$ cat src/common/brkseq_regs.svh
// Purpose: Constants for the brake control sequencer
// Assumes: 20 MHz sys_clk; configuration entries addressed by subindex
// Notes: Offsets are subindex numbers; each entry holds up to 32 bits
//
// Contract
// All four sequencing delays are unsigned 32-bit millisecond counts.
// After motor standstill, wait the close-brake idle delay (default 1000 ms) before engaging the brake.
// After engaging the brake, wait the power-off idle delay (default 1000 ms) before removing motor current.
// After switching motor current on, wait the open-brake delay (default 1000 ms) before releasing the brake.
// After releasing the brake, wait the start-operation delay (default 0) before flagging operation ready.
// PWM frequency is in hertz, host writes 0..2000, brake output limit 50 is ambiguous, default 0.
// PWM duty is in percent, host writes 0 or 2..100, and the output follows that duty; here duty 0 gives a steady level, high while released.
// The brake output is a PWM at the programmed frequency and duty.
// Delay timers count a 1 ms tick from sys_clk, start on their event, fire on reaching the value, zero fires at once.
`ifndef BRKSEQ_REGS_SVH
`define BRKSEQ_REGS_SVH

// ----------------------------------------------------------------
// Entry subindices
// ----------------------------------------------------------------
`define BRK_SUB_COUNT 8'h00
`define BRK_SUB_CLOSE 8'h01
`define BRK_SUB_POWER 8'h02
`define BRK_SUB_OPEN 8'h03
`define BRK_SUB_START 8'h04
`define BRK_SUB_FREQ 8'h05
`define BRK_SUB_DUTY 8'h06

// ----------------------------------------------------------------
// Reset values
// ----------------------------------------------------------------
`define BRK_ENTRY_COUNT 8'h06
`define BRK_CLOSE_RST 32'h0000_03e8
`define BRK_POWER_RST 32'h0000_03e8
`define BRK_OPEN_RST 32'h0000_03e8
`define BRK_START_RST 32'h0000_0000
`define BRK_FREQ_RST 32'h0000_0000
`define BRK_DUTY_RST 32'h0000_0000

// ----------------------------------------------------------------
// Timing and PWM limits
// ----------------------------------------------------------------
`define BRK_SYS_CLK_HZ 32'h0131_2d00
`define BRK_HZ_PER_KHZ 32'h0000_03e8
`define BRK_TICK_MS 32'h0000_0001
`define BRK_FREQ_MAX 11'h7d0
`define BRK_DUTY_FULL 7'h64
`define BRK_PWM_STEP_LAST 7'h63

`endif

$ cat src/common/brkseq_pkg.sv
// Purpose: Types for the brake control sequencer
// Assumes: Nothing beyond the constants header
// Notes: State codes are written out in binary
`default_nettype none
package brkseq_pkg;

  // ----------------------------------------------------------------
  // Sequencer states
  // ----------------------------------------------------------------
  typedef enum logic [2:0] {
    BRK_IDLE = 3'b000,
    BRK_OPEN_WAIT = 3'b001,
    BRK_START_WAIT = 3'b010,
    BRK_RUN = 3'b011,
    BRK_STILL_WAIT = 3'b100,
    BRK_CLOSE_WAIT = 3'b101,
    BRK_POWER_WAIT = 3'b110
  } brkseq_state_t;

endpackage
`default_nettype wire

$ cat src/common/brkseq_pwm_if.sv
// Purpose: Carrier between the sequencer and its brake PWM generator
// Assumes: Single sys_clk domain
// Notes: Settings are passed raw; the generator clamps them
`timescale 1ns/10ps
`default_nettype none
interface brkseq_pwm_if;
  logic [31:0] freq;
  logic [31:0] duty;
  logic release_brake;
  logic pwm_out;

  modport ctl (output freq, output duty, output release_brake, input pwm_out);
  modport gen (input freq, input duty, input release_brake, output pwm_out);
endinterface
`default_nettype wire

$ cat src/logic/brkseq_pwm.sv
// Purpose: Software-style PWM for the holding brake output
// Assumes: sys_clk at 20 MHz; 100 duty steps per period
// Notes: Frequency 0, duty 0 or duty 100 give a steady level
`timescale 1ns/10ps
`default_nettype none
`include "brkseq_regs.svh"
module brkseq_pwm (
  // Clock and reset
  input wire logic sys_clk,
  input wire logic resetn,
  // Sequencer side
  brkseq_pwm_if.gen pwm
);

  // ----------------------------------------------------------------
  // Setting clamps
  // ----------------------------------------------------------------
  // Out-of-range writes are the host's fault; clamp so the generator never aliases
  wire logic freq_big = (pwm.freq > {21'h0, `BRK_FREQ_MAX});
  wire logic [10:0] freq_c = freq_big ? `BRK_FREQ_MAX : pwm.freq[10:0];
  wire logic duty_full = (pwm.duty >= {25'h0, `BRK_DUTY_FULL});
  wire logic [6:0] duty_c = duty_full ? `BRK_DUTY_FULL : pwm.duty[6:0];
  wire logic active = pwm.release_brake && (freq_c != 11'h000) && (duty_c != 7'h00) && !duty_full;

  // ----------------------------------------------------------------
  // Phase accumulator: 100 steps at freq Hz from a 20 MHz clock
  // ----------------------------------------------------------------
  logic [24:0] acc_r;
  logic [6:0] step_r;
  logic out_r;
  // Both operands widened first so the product is never cut at 11 bits
  wire logic [24:0] inc = {14'h0, freq_c} * {18'h0, `BRK_DUTY_FULL};
  wire logic [24:0] sum = acc_r + inc;
  wire logic wrap = (sum >= `BRK_SYS_CLK_HZ);
  wire logic [24:0] acc_nxt = wrap ? 25'(sum - `BRK_SYS_CLK_HZ) : sum;
  wire logic last = (step_r == `BRK_PWM_STEP_LAST);
  wire logic [6:0] step_nxt = wrap ? (last ? 7'h00 : 7'(step_r + 7'h01)) : step_r;
  wire logic out_nxt = active ? (step_nxt < duty_c) : pwm.release_brake;

  always_ff @(posedge sys_clk or negedge resetn) begin
    if (!resetn) begin
      acc_r <= 25'h0;
      step_r <= 7'h00;
      out_r <= 1'b0;
    end else begin
      acc_r <= active ? acc_nxt : 25'h0;
      step_r <= active ? step_nxt : 7'h00;
      out_r <= out_nxt;
    end
  end

  assign pwm.pwm_out = out_r;

endmodule
`default_nettype wire

$ cat src/logic/brkseq_top.sv
// Purpose: Holding-brake sequencer with delay timers and brake PWM
// Assumes: Drive status inputs come from logic on sys_clk
// Notes: Configuration entries are reached by subindex over a plain strobe port
`timescale 1ns/10ps
`default_nettype none
`include "brkseq_regs.svh"
module brkseq_top #(
  parameter int unsigned MS_CYCLES = `BRK_SYS_CLK_HZ / `BRK_HZ_PER_KHZ * `BRK_TICK_MS
) (
  // Clock and reset
  input wire logic sys_clk,
  input wire logic resetn,
  // Configuration entry access
  input wire logic [7:0] od_subidx,
  input wire logic od_wr,
  input wire logic od_rd,
  input wire logic [31:0] od_wdata,
  output logic [31:0] od_rdata,
  output logic od_ack,
  output logic od_err,
  // Drive state machine
  input wire logic drive_enable,
  input wire logic motor_standstill,
  output logic op_ready,
  output logic [2:0] seq_state,
  // Power stage and brake
  output logic power_stage_en,
  output logic brake_released,
  output logic brake_out
);

  // ----------------------------------------------------------------
  // Configuration entries
  // ----------------------------------------------------------------
  logic [31:0] close_brake_idle_delay_r;
  logic [31:0] power_off_idle_delay_r;
  logic [31:0] open_brake_delay_r;
  logic [31:0] start_operation_delay_r;
  logic [31:0] brake_pwm_frequency_r;
  logic [31:0] brake_pwm_duty_r;
  logic [31:0] rdata_r;
  logic ack_r;
  logic err_r;

  wire logic hit_count = (od_subidx == `BRK_SUB_COUNT);
  wire logic hit_close = (od_subidx == `BRK_SUB_CLOSE);
  wire logic hit_power = (od_subidx == `BRK_SUB_POWER);
  wire logic hit_open = (od_subidx == `BRK_SUB_OPEN);
  wire logic hit_start = (od_subidx == `BRK_SUB_START);
  wire logic hit_freq = (od_subidx == `BRK_SUB_FREQ);
  wire logic hit_duty = (od_subidx == `BRK_SUB_DUTY);
  wire logic hit_rw = hit_close | hit_power | hit_open | hit_start | hit_freq | hit_duty;
  wire logic hit_any = hit_rw | hit_count;
  wire logic wr_ok = od_wr & hit_rw;
  // Writes to the read-only count and unknown subindices are dropped and flagged
  wire logic access_bad = (od_wr & !hit_rw) | (od_rd & !hit_any);

  wire logic [31:0] rd_mux =
    hit_count ? {24'h0, `BRK_ENTRY_COUNT} :
    hit_close ? close_brake_idle_delay_r :
    hit_power ? power_off_idle_delay_r :
    hit_open ? open_brake_delay_r :
    hit_start ? start_operation_delay_r :
    hit_freq ? brake_pwm_frequency_r :
    hit_duty ? brake_pwm_duty_r : 32'h0;

  always_ff @(posedge sys_clk or negedge resetn) begin
    if (!resetn) begin
      close_brake_idle_delay_r <= `BRK_CLOSE_RST;
      power_off_idle_delay_r <= `BRK_POWER_RST;
      open_brake_delay_r <= `BRK_OPEN_RST;
      start_operation_delay_r <= `BRK_START_RST;
      brake_pwm_frequency_r <= `BRK_FREQ_RST;
      brake_pwm_duty_r <= `BRK_DUTY_RST;
    end else if (wr_ok) begin
      if (hit_close) begin
        close_brake_idle_delay_r <= od_wdata;
      end
      if (hit_power) begin
        power_off_idle_delay_r <= od_wdata;
      end
      if (hit_open) begin
        open_brake_delay_r <= od_wdata;
      end
      if (hit_start) begin
        start_operation_delay_r <= od_wdata;
      end
      if (hit_freq) begin
        brake_pwm_frequency_r <= od_wdata;
      end
      if (hit_duty) begin
        brake_pwm_duty_r <= od_wdata;
      end
    end
  end

  always_ff @(posedge sys_clk or negedge resetn) begin
    if (!resetn) begin
      rdata_r <= 32'h0;
      ack_r <= 1'b0;
      err_r <= 1'b0;
    end else begin
      // Read data reflects the entry before a same-cycle write lands
      rdata_r <= od_rd ? rd_mux : rdata_r;
      ack_r <= od_rd | od_wr;
      err_r <= access_bad;
    end
  end

  // ----------------------------------------------------------------
  // Millisecond tick, restarted with each delay
  // ----------------------------------------------------------------
  // Restarting the divider keeps every delay within one cycle of N ms
  logic [14:0] div_r;
  logic [31:0] ms_r;
  logic tmr_start;
  wire logic tick = (div_r == 15'(MS_CYCLES - 1));
  wire logic ms_sat = (ms_r == 32'hffff_ffff);

  always_ff @(posedge sys_clk or negedge resetn) begin
    if (!resetn) begin
      div_r <= 15'h0;
      ms_r <= 32'h0;
    end else if (tmr_start) begin
      div_r <= 15'h0;
      ms_r <= 32'h0;
    end else begin
      div_r <= tick ? 15'h0 : 15'(div_r + 15'h1);
      ms_r <= (tick && !ms_sat) ? 32'(ms_r + 32'h1) : ms_r;
    end
  end

  // Unsigned compare; a zero delay is reached on the first cycle of its state
  function automatic logic delay_done(input logic [31:0] elapsed, input logic [31:0] delay);
    delay_done = (elapsed >= delay); // see R1
  endfunction

  // ----------------------------------------------------------------
  // Brake sequencer
  // ----------------------------------------------------------------
  brkseq_pkg::brkseq_state_t state_r;
  brkseq_pkg::brkseq_state_t state_nxt;
  logic power_r;
  logic release_r;
  logic ready_r;

  wire logic open_done = delay_done(ms_r, open_brake_delay_r);
  wire logic start_done = delay_done(ms_r, start_operation_delay_r);
  wire logic close_done = delay_done(ms_r, close_brake_idle_delay_r);
  wire logic power_done = delay_done(ms_r, power_off_idle_delay_r);

  // A withdrawn enable during the open wait goes straight to the power wait; from the start wait on it runs the full shutdown path
  always_comb begin
    state_nxt = state_r;
    unique case (state_r)
      brkseq_pkg::BRK_IDLE: begin
        if (drive_enable) begin
          state_nxt = brkseq_pkg::BRK_OPEN_WAIT;
        end
      end
      brkseq_pkg::BRK_OPEN_WAIT: begin
        if (!drive_enable) begin
          state_nxt = brkseq_pkg::BRK_POWER_WAIT;
        end else if (open_done) begin
          state_nxt = brkseq_pkg::BRK_START_WAIT;
        end
      end
      brkseq_pkg::BRK_START_WAIT: begin
        if (!drive_enable) begin
          state_nxt = brkseq_pkg::BRK_STILL_WAIT;
        end else if (start_done) begin
          state_nxt = brkseq_pkg::BRK_RUN;
        end
      end
      brkseq_pkg::BRK_RUN: begin
        if (!drive_enable) begin
          state_nxt = brkseq_pkg::BRK_STILL_WAIT;
        end
      end
      brkseq_pkg::BRK_STILL_WAIT: begin
        if (motor_standstill) begin
          state_nxt = brkseq_pkg::BRK_CLOSE_WAIT;
        end
      end
      brkseq_pkg::BRK_CLOSE_WAIT: begin
        if (close_done) begin
          state_nxt = brkseq_pkg::BRK_POWER_WAIT;
        end
      end
      brkseq_pkg::BRK_POWER_WAIT: begin
        if (power_done) begin
          state_nxt = brkseq_pkg::BRK_IDLE;
        end
      end
      default: begin
        state_nxt = brkseq_pkg::BRK_IDLE;
      end
    endcase
  end

  wire logic moving = (state_nxt != state_r);
  // Every timed state restarts the millisecond count on entry
  assign tmr_start = moving;

  wire logic power_nxt = (state_nxt != brkseq_pkg::BRK_IDLE);
  wire logic release_nxt = (state_nxt == brkseq_pkg::BRK_START_WAIT) ||
                           (state_nxt == brkseq_pkg::BRK_RUN) ||
                           (state_nxt == brkseq_pkg::BRK_STILL_WAIT) ||
                           (state_nxt == brkseq_pkg::BRK_CLOSE_WAIT); // see R2
  wire logic ready_nxt = (state_nxt == brkseq_pkg::BRK_RUN);

  always_ff @(posedge sys_clk or negedge resetn) begin
    if (!resetn) begin
      state_r <= brkseq_pkg::BRK_IDLE;
      power_r <= 1'b0;
      release_r <= 1'b0;
      ready_r <= 1'b0;
    end else begin
      state_r <= state_nxt;
      power_r <= power_nxt;
      release_r <= release_nxt;
      ready_r <= ready_nxt;
    end
  end

  // ----------------------------------------------------------------
  // Brake PWM
  // ----------------------------------------------------------------
  brkseq_pwm_if pwm_bus ();

  assign pwm_bus.freq = brake_pwm_frequency_r;
  assign pwm_bus.duty = brake_pwm_duty_r;
  assign pwm_bus.release_brake = release_r;

  brkseq_pwm u_pwm (
    .sys_clk(sys_clk),
    .resetn(resetn),
    .pwm(pwm_bus.gen)
  );

  // ----------------------------------------------------------------
  // Outputs
  // ----------------------------------------------------------------
  assign od_rdata = rdata_r;
  assign od_ack = ack_r;
  assign od_err = err_r;
  assign op_ready = ready_r;
  assign seq_state = state_r;
  assign power_stage_en = power_r;
  assign brake_released = release_r;
  assign brake_out = pwm_bus.pwm_out;

endmodule
`default_nettype wire

$ cat config.mk
export PLATFORM = sky130hd
export DESIGN_NAME = brkseq_top
export DESIGN_NICKNAME = d
export VERILOG_FILES = /design/src/common/brkseq_pkg.sv /design/src/common/brkseq_pwm_if.sv /design/src/logic/brkseq_pwm.sv /design/src/logic/brkseq_top.sv
export VERILOG_INCLUDE_DIRS = /design/src /design/src/common
export SDC_FILE = /design/constraint.sdc
export NUM_CORES = 1
export LEC_CHECK = 0
export ABC_AREA = 1
export BUFFER_PORTS_ARGS = -buffer_cell sky130_fd_sc_hd__buf_2
export CAP_MARGIN = 25
export CORE_MARGIN = 2
export CORE_UTILIZATION = 63
export DETAILED_ROUTE_END_ITERATION = 8
export PLACE_DENSITY = 0.81
export SLEW_MARGIN = 20
export SYNTH_ARGS = -nofsm -noshare
export SYNTH_HDL_FRONTEND = slang
export SYNTH_SLANG_ARGS = --single-unit
$ cat constraint.sdc
create_clock -name sys_clk -period 7.4 [get_ports sys_clk]
set_input_delay 0.37 -clock sys_clk [delete_from_list [all_inputs] [get_ports sys_clk]]
set_output_delay 0.37 -clock sys_clk [all_outputs]
set_load 0.05 [all_outputs]
# After elaboration in Yosys (flattened, before gate mapping)
# Cells that the tools add are included.
# word_totals
in_bits,46
out_inout_bits,41
word_cells,115
register_bits,312
# classes
n_eq_ne,20
n_lt_le_gt_ge,8
n_mux,29
n_mul,1
add_sub_neg,5
n_reduce_logical,23
bitwise_logic,11
# ops
op,n
$mux W32,9
$ge A32 B32 Y1,4
$mux W25,2
$add A32 B1 Y32 const B,1
$eq A32 B32 Y1 const B,1
$ge A32 B7 Y1 const B,1
$gt A32 B11 Y1 const B,1
$mux W15,2
$mux W7,4
$mux W3,9
$add A25 B18 Y25,1
$ge A25 B25 Y1 const B,1
$sub A25 B25 Y25 const B,1
$eq A8 B3 Y1 const B,3
$pmux W3 S7,1
$eq A8 B2 Y1 const B,2
$mul A11 B5 Y16 const B,1
$add A15 B1 Y15 const B,1
$eq A15 B15 Y1 const B,1
$eq A3 B3 Y1 const B,5
$eq A3 B2 Y1 const B,4
$reduce_and A2 Y1,6
$mux W11,1
$reduce_bool A11 Y1,1
17 further kinds,34

# Logic depth before layout (Yosys ltp)
# depth
ltp_word,10
mapped_depth,52
mapped_depth_nobuf,52

# Hierarchy
# Synthesis repeated with hierarchy kept, for this count alone.
# hier_totals
cells_unflattened,2661
area_unflattened_um2,20195.6
# modules_own_cells
mod,seq_area_each_um2,cells_per_inst,n_inst,area_per_inst_um2
brkseq_top,7004.2,1987,1,15862.7
brkseq_pwm,775.7,674,1,4332.9

# Worst setup path before layout
# No wires, ideal clock.
# synth_timing
kind,flip-flop to flip-flop
from,register brake_pwm_frequency_r[2]
to,register u_pwm.out_r (netlist: u_pwm.pwm.pwm_out)
t_arrival_ps,6648
stages_incl_launch_ff,46
slack_ps,686
setup_ps,66
period_less_slack_ps,6714
path_cell_list,dfrtp_1 nor2_2 nand3_1 nor2_1 nor2_1 nor2_1 clkinv_1 nor2_1 ha_1 ha_1 inv_1 fa_1 inv_1 ha_1 nand2_1 o21ai_0 nand3_1 nand2_1 [... 10 more ...] o21ai_4 xor2_2 nor2_1 nand3_1 nand2_1 nand2_1 nand2_4 nand2_2 o21ai_1 inv_1 or2_1 inv_1 ha_1 a21oi_1 nor2_1 a2111oi_0 nand2_1 nand2_1
# synth_via
elab_chain_cells,8
elab_cells_between_ends,12
classes_between,add/sub (1); mul (1); order compare (3); mux (3); reduce/logical (4)
# synth_lines
item,line_no,rtl
from (decl),brkseq_top.sv:39,logic [31:0] brake_pwm_frequency_r;
from (signal assigned),brkseq_top.sv:73,brake_pwm_frequency_r <= `BRK_FREQ_RST;
from (signal assigned),brkseq_top.sv:89,brake_pwm_frequency_r <= od_wdata;
$gt A32 B11 Y1,brkseq_pwm.sv:19,"wire logic freq_big = (pwm.freq > {21'h0, `BRK_FREQ_MAX});"
$mux W11 (*),brkseq_pwm.sv:20,wire logic [10:0] freq_c = freq_big ? `BRK_FREQ_MAX : pwm.freq[10:0];
$mul A11 B5 Y16,brkseq_pwm.sv:32,"wire logic [24:0] inc = {14'h0, freq_c} * {18'h0, `BRK_DUTY_FULL};"
$add A25 B18 Y25,brkseq_pwm.sv:33,wire logic [24:0] sum = acc_r + inc;
$ge A25 B25 Y1 (no source line),n/a,
$mux W7,brkseq_pwm.sv:37,wire logic [6:0] step_nxt = wrap ? (last ? 7'h00 : 7'(step_r + 7'h01)) : step_r;
$lt A7 B7 Y1,brkseq_pwm.sv:38,wire logic out_nxt = active ? (step_nxt < duty_c) : pwm.release_brake;
$mux W1 (*),brkseq_pwm.sv:38,
named net u_pwm.out_nxt,brkseq_pwm.sv:38,
to (signal assigned),brkseq_pwm.sv:48,out_r <= out_nxt;
to (decl),brkseq_pwm.sv:30,logic out_r;
# The timed path passes the listed nets; every way through them passes the cells marked *.
# A chain may end at the register's enable or synchronous reset.

# Final worst setup path
# layout_timing
from,register brake_pwm_frequency_r[21]
to,register u_pwm.out_r (netlist: u_pwm.pwm.pwm_out)
# layout_via
elab_chain_cells,8
elab_cells_between_ends,12
classes_between,add/sub (1); mul (1); order compare (3); mux (3); reduce/logical (4)
# layout_lines
item,line_no
$gt A32 B11 Y1 (*),brkseq_pwm.sv:19
$mux W11 (*),brkseq_pwm.sv:20
$mul A11 B5 Y16,brkseq_pwm.sv:32
$add A25 B18 Y25,brkseq_pwm.sv:33
$ge A25 B25 Y1 (no source line),n/a
$mux W7,brkseq_pwm.sv:37
$lt A7 B7 Y1,brkseq_pwm.sv:38
$mux W1 (*),brkseq_pwm.sv:38
named net u_pwm.out_nxt,brkseq_pwm.sv:38
# Marked as above.

==> out/qor.yml <==
final_layout:
  fin_nets: 2912
  fin_cells: 3098
  area_growth_pct: 12.3
  layout-drive-gt1-share_pct: 10.9
clocking:
  clock_sinks: 310
  numCtsBuffers: 35
  h-tree-depth: 2
  clockRootBuffer: "clkbuf_16"
  clk_pin_slew_ns: 0.06
  clk_path_buf_depth: 3
  clock_latency_ns: 0.53
  tritoncts: "built"
timing:
  fin_crit_ns: 7.07
  worstMarginPinSlew_ns: 1.23
  hold_viol_final: 0
  setup_viol: 0
  report.final.slew_viol_count: 0
  period_share_pct: 95.5
  whs_ns: 0.0993
  fmax_mhz: 142
  finClkSkew_ns: 0.0232
  relSlewSlack_pct: 17.1
global_routing:
  grt_pass1_wl_mm: 94.0
  grt_pass1_vias: 18100
  antenna_found_initial: 3
  grt_overflow_total: 0
  grt.total_usage_pct: 35.6
  grt_max_degree: 143
floorplanning:
  ios: 87
  die_w_um: 182
  initial_core_util_pct: 63.7
  fp-row-count: 65
  design.core.area_um2: 31500
  die_h_um: 182
  die_area_um2: 33200
outcome:
  outcome: "complete, no violations"
min_path:
  worstHoldStart: "od_wr"
  whs_path_depth: 2
  holdPathEnd: "od_ack"
  hp-class: "input pin to flip-flop"
worst_setup_path:
  slowest_delay_ns: 0.53
  cpMostUsedCell: "inv_1"
  cp_max_fo: 5
  cp.required_ns: 7.85
  crit_path_end_kind: "flip-flop"
  rr_worst_depth: 47
  crit_arrival_ns: 7.52
  start_kind: "flip-flop"
  critPathSlowestCell: "fa_1"
  r2r_setup_slack_ns: 0.33
  rr_endpoint: "u_pwm.pwm.pwm_out"
  r2r-start: "brake_pwm_frequency_r[21]"
  critPathKind: "flip-flop to flip-flop"
synth:
  synth_area_leaders: "dfrtp_1, ha_1, o21ai_0"
  postSynthCellCount: 2586
  async_flop_share_pct: 100
  synth_top_area_share_pct: 36.5
  synth_edf_count: 0
  ys_warn_count: 0
  netlist_area_um2: 20000
  synth_area_leader_cell: "dfrtp_1"
  synth_nets: 2831
  synth.avg_cell_area_um2: 7.75
  ys_seq_area_share_pct: 38.8
  yosysUniqueCellTypes: 52
  ys_ff_latch: 310
  ys.flop_type: "dfrtp_1"
power_and_ir_drop:
  total_power_w: 0.00415
  vdd_ir_drop_max_mv: 0.163
  cellPowerDensity_nw_per_um2: 185
  p_leak_nw: 10.9
route:
  wl_mm: 58.7
  vias: 18500
  route.detailed.drc: 0
  dr.first_iter.drc_count: 1841
  drtPass1Iterations: 6
  wl_per_cell_um: 19.0
  vias_per_cell: 5.98
  ant_nets: 0
flow_run:
  cap_violations: 0
placed_design:
  hpwl_mm: 41.9
  io_buffers: 86
  gp_congestion: 1.01
  dp.cells: 3020
## state kept, by name, indices dropped and copies added, names as in the netlist, 23 cells and up
register and count:
close_brake_idle_delay_r 32, brake_pwm_duty_r 32, start_operation_delay_r 32, ms_r 32, od_rdata 32, brake_pwm_frequency_r 32, u_pwm.acc_r 23, power_off_idle_delay_r 32
open_brake_delay_r 32
## critical path: cells and delay by family, from the launching register on
kind / cells / cell delay [ns]
and+or+nand+nor: 25 / 2.67
xor gates and xnor gates: 2 / 0.30
adders and majority gates: 6 / 2.07
DFF: 1 / 0.40
buffers and inverters: 8 / 0.55
AOI/OAI and AO/OA: 6 / 0.99
## synth_stat cells (all sizes together) (3+ instances only)
library cell / instances
fa: 5
nor3b: 3
nor4: 22
ha: 194
nand3: 68
nor3: 54
xnor2: 14
o21ai: 361
xor2: 48
clkinv: 3
dfstp: 18
o221ai: 32
dfrtp: 292
a21o: 4
nand2: 461
o21a: 5
clkbuf: 79
nand3b: 7
or2: 4
a31oi: 5
a21oi: 128
o211ai: 7
inv: 471
o22ai: 33
a211oi: 14
nand4: 70
nor2: 167
## metal layers
| layer | track usage (%) | up-vias | share of wire [%] |
|---|---|---|---|
| li1 | - | 8731 | - |
| met1 | 47.6 | 8811 | 42 |
| met2 | 57.1 | 812 | 46 |
| met3 | 5.99 | 159 | 8.1 |
| met4 | 16.2 | 0 | 4.5 |
| met5 | 0 | - | 0 |
## timing repair
action                                 in CTS  in global routing
endpoints found under the hold margin     100                  0
setup buffers                               0                 11
resized for setup                           8                 62
pin swaps                                   0                 30
setup endpoints to repair                   1                  3
hold buffers                                1                  0
## where the power goes
group / total [W] / internal [W] / switching [W]
clock network: 0.00181 / 0.00109 / 0.000720
registers: 0.00175 / 0.00173 / 0.0000264
logic: 0.000586 / 0.000105 / 0.000481
## kinds of logic (layout without fill, tap and decap cells)
kind of cell | count (synthesis) | count (layout) | share of synthesized area (%)
AND/OR/NAND/NOR | 858 | 858 | 18.7
AO/OA/AOI/OAI | 602 | 602 | 16.6
buffers and inverters | 555 | 662 | 10.4
flip-flops | 310 | 310 | 38.8
adder cells (fa/ha/maj) | 199 | 199 | 12.6
XOR/XNOR | 62 | 62 | 2.79
other | 0 | 3 | 0
## worst max-delay path by stage
stage	start	end	slack (ns)	depth (start not counted)
6_report	brake_pwm_frequency_r[21]	u_pwm.pwm.pwm_out	0.33	47
3_3_place_gp	brake_pwm_frequency_r[18]	u_pwm.pwm.pwm_out	0.17	46
2_1_floorplan	brake_pwm_frequency_r[2]	u_pwm.pwm.pwm_out	0.69	45
5_1_grt	brake_pwm_frequency_r[2]	u_pwm.pwm.pwm_out	-0.06	45
4_1_cts	brake_pwm_frequency_r[21]	u_pwm.pwm.pwm_out	0.001	47
3_5_place_dp	brake_pwm_frequency_r[21]	u_pwm.pwm.pwm_out	-0.07	46
## per-stage QoR
stage	setup WS [ns]	area [µm²]	setup TNS (ns)	utilization, %
5_1_grt	-0.0621	22500	-0.0621	71.4
3_5_place_dp	-0.0699	20900	-0.0699	66.5
2_1_floorplan	0.686	20000	0	-
6_report	0.334	22500	0	71.5
3_3_place_gp	0.168	20900	0	66.5
4_1_cts	0.00105	22200	0	70.4
## cell usage in the layout, fill, tap and decap left out, types with 9 or more instances in the layout
cell         n
nand4_1     69
inv_1      464
a21oi_2     10
dfstp_2     18
nand3_1     58
nor3_1      53
nand3_2      9
nand2_2     24
clkbuf_1     9
buf_4       36
nor2_1     148
buf_2       85
ha_1       191
clkbuf_16   36
dfrtp_1    292
a21oi_1    118
nor2_4      10
nor4_1      21
o22ai_1     32
nor2_2       9
a211oi_1    13
o221ai_1    32
o21ai_0    349
nand2_1    435
clkbuf_8     9
xor2_1      42
xnor2_1     14
## cell type report
type	count	area [µm²]
inverter	474	1780
clock buffer	54	1060
fill	2463	8980
multi-input combinational	1721	10500
clock inverter	9	139
timing repair buffer	125	761
sequential	310	7780
tap	402	503
antenna	3	7.51
Power figures use the tool's default switching activity.
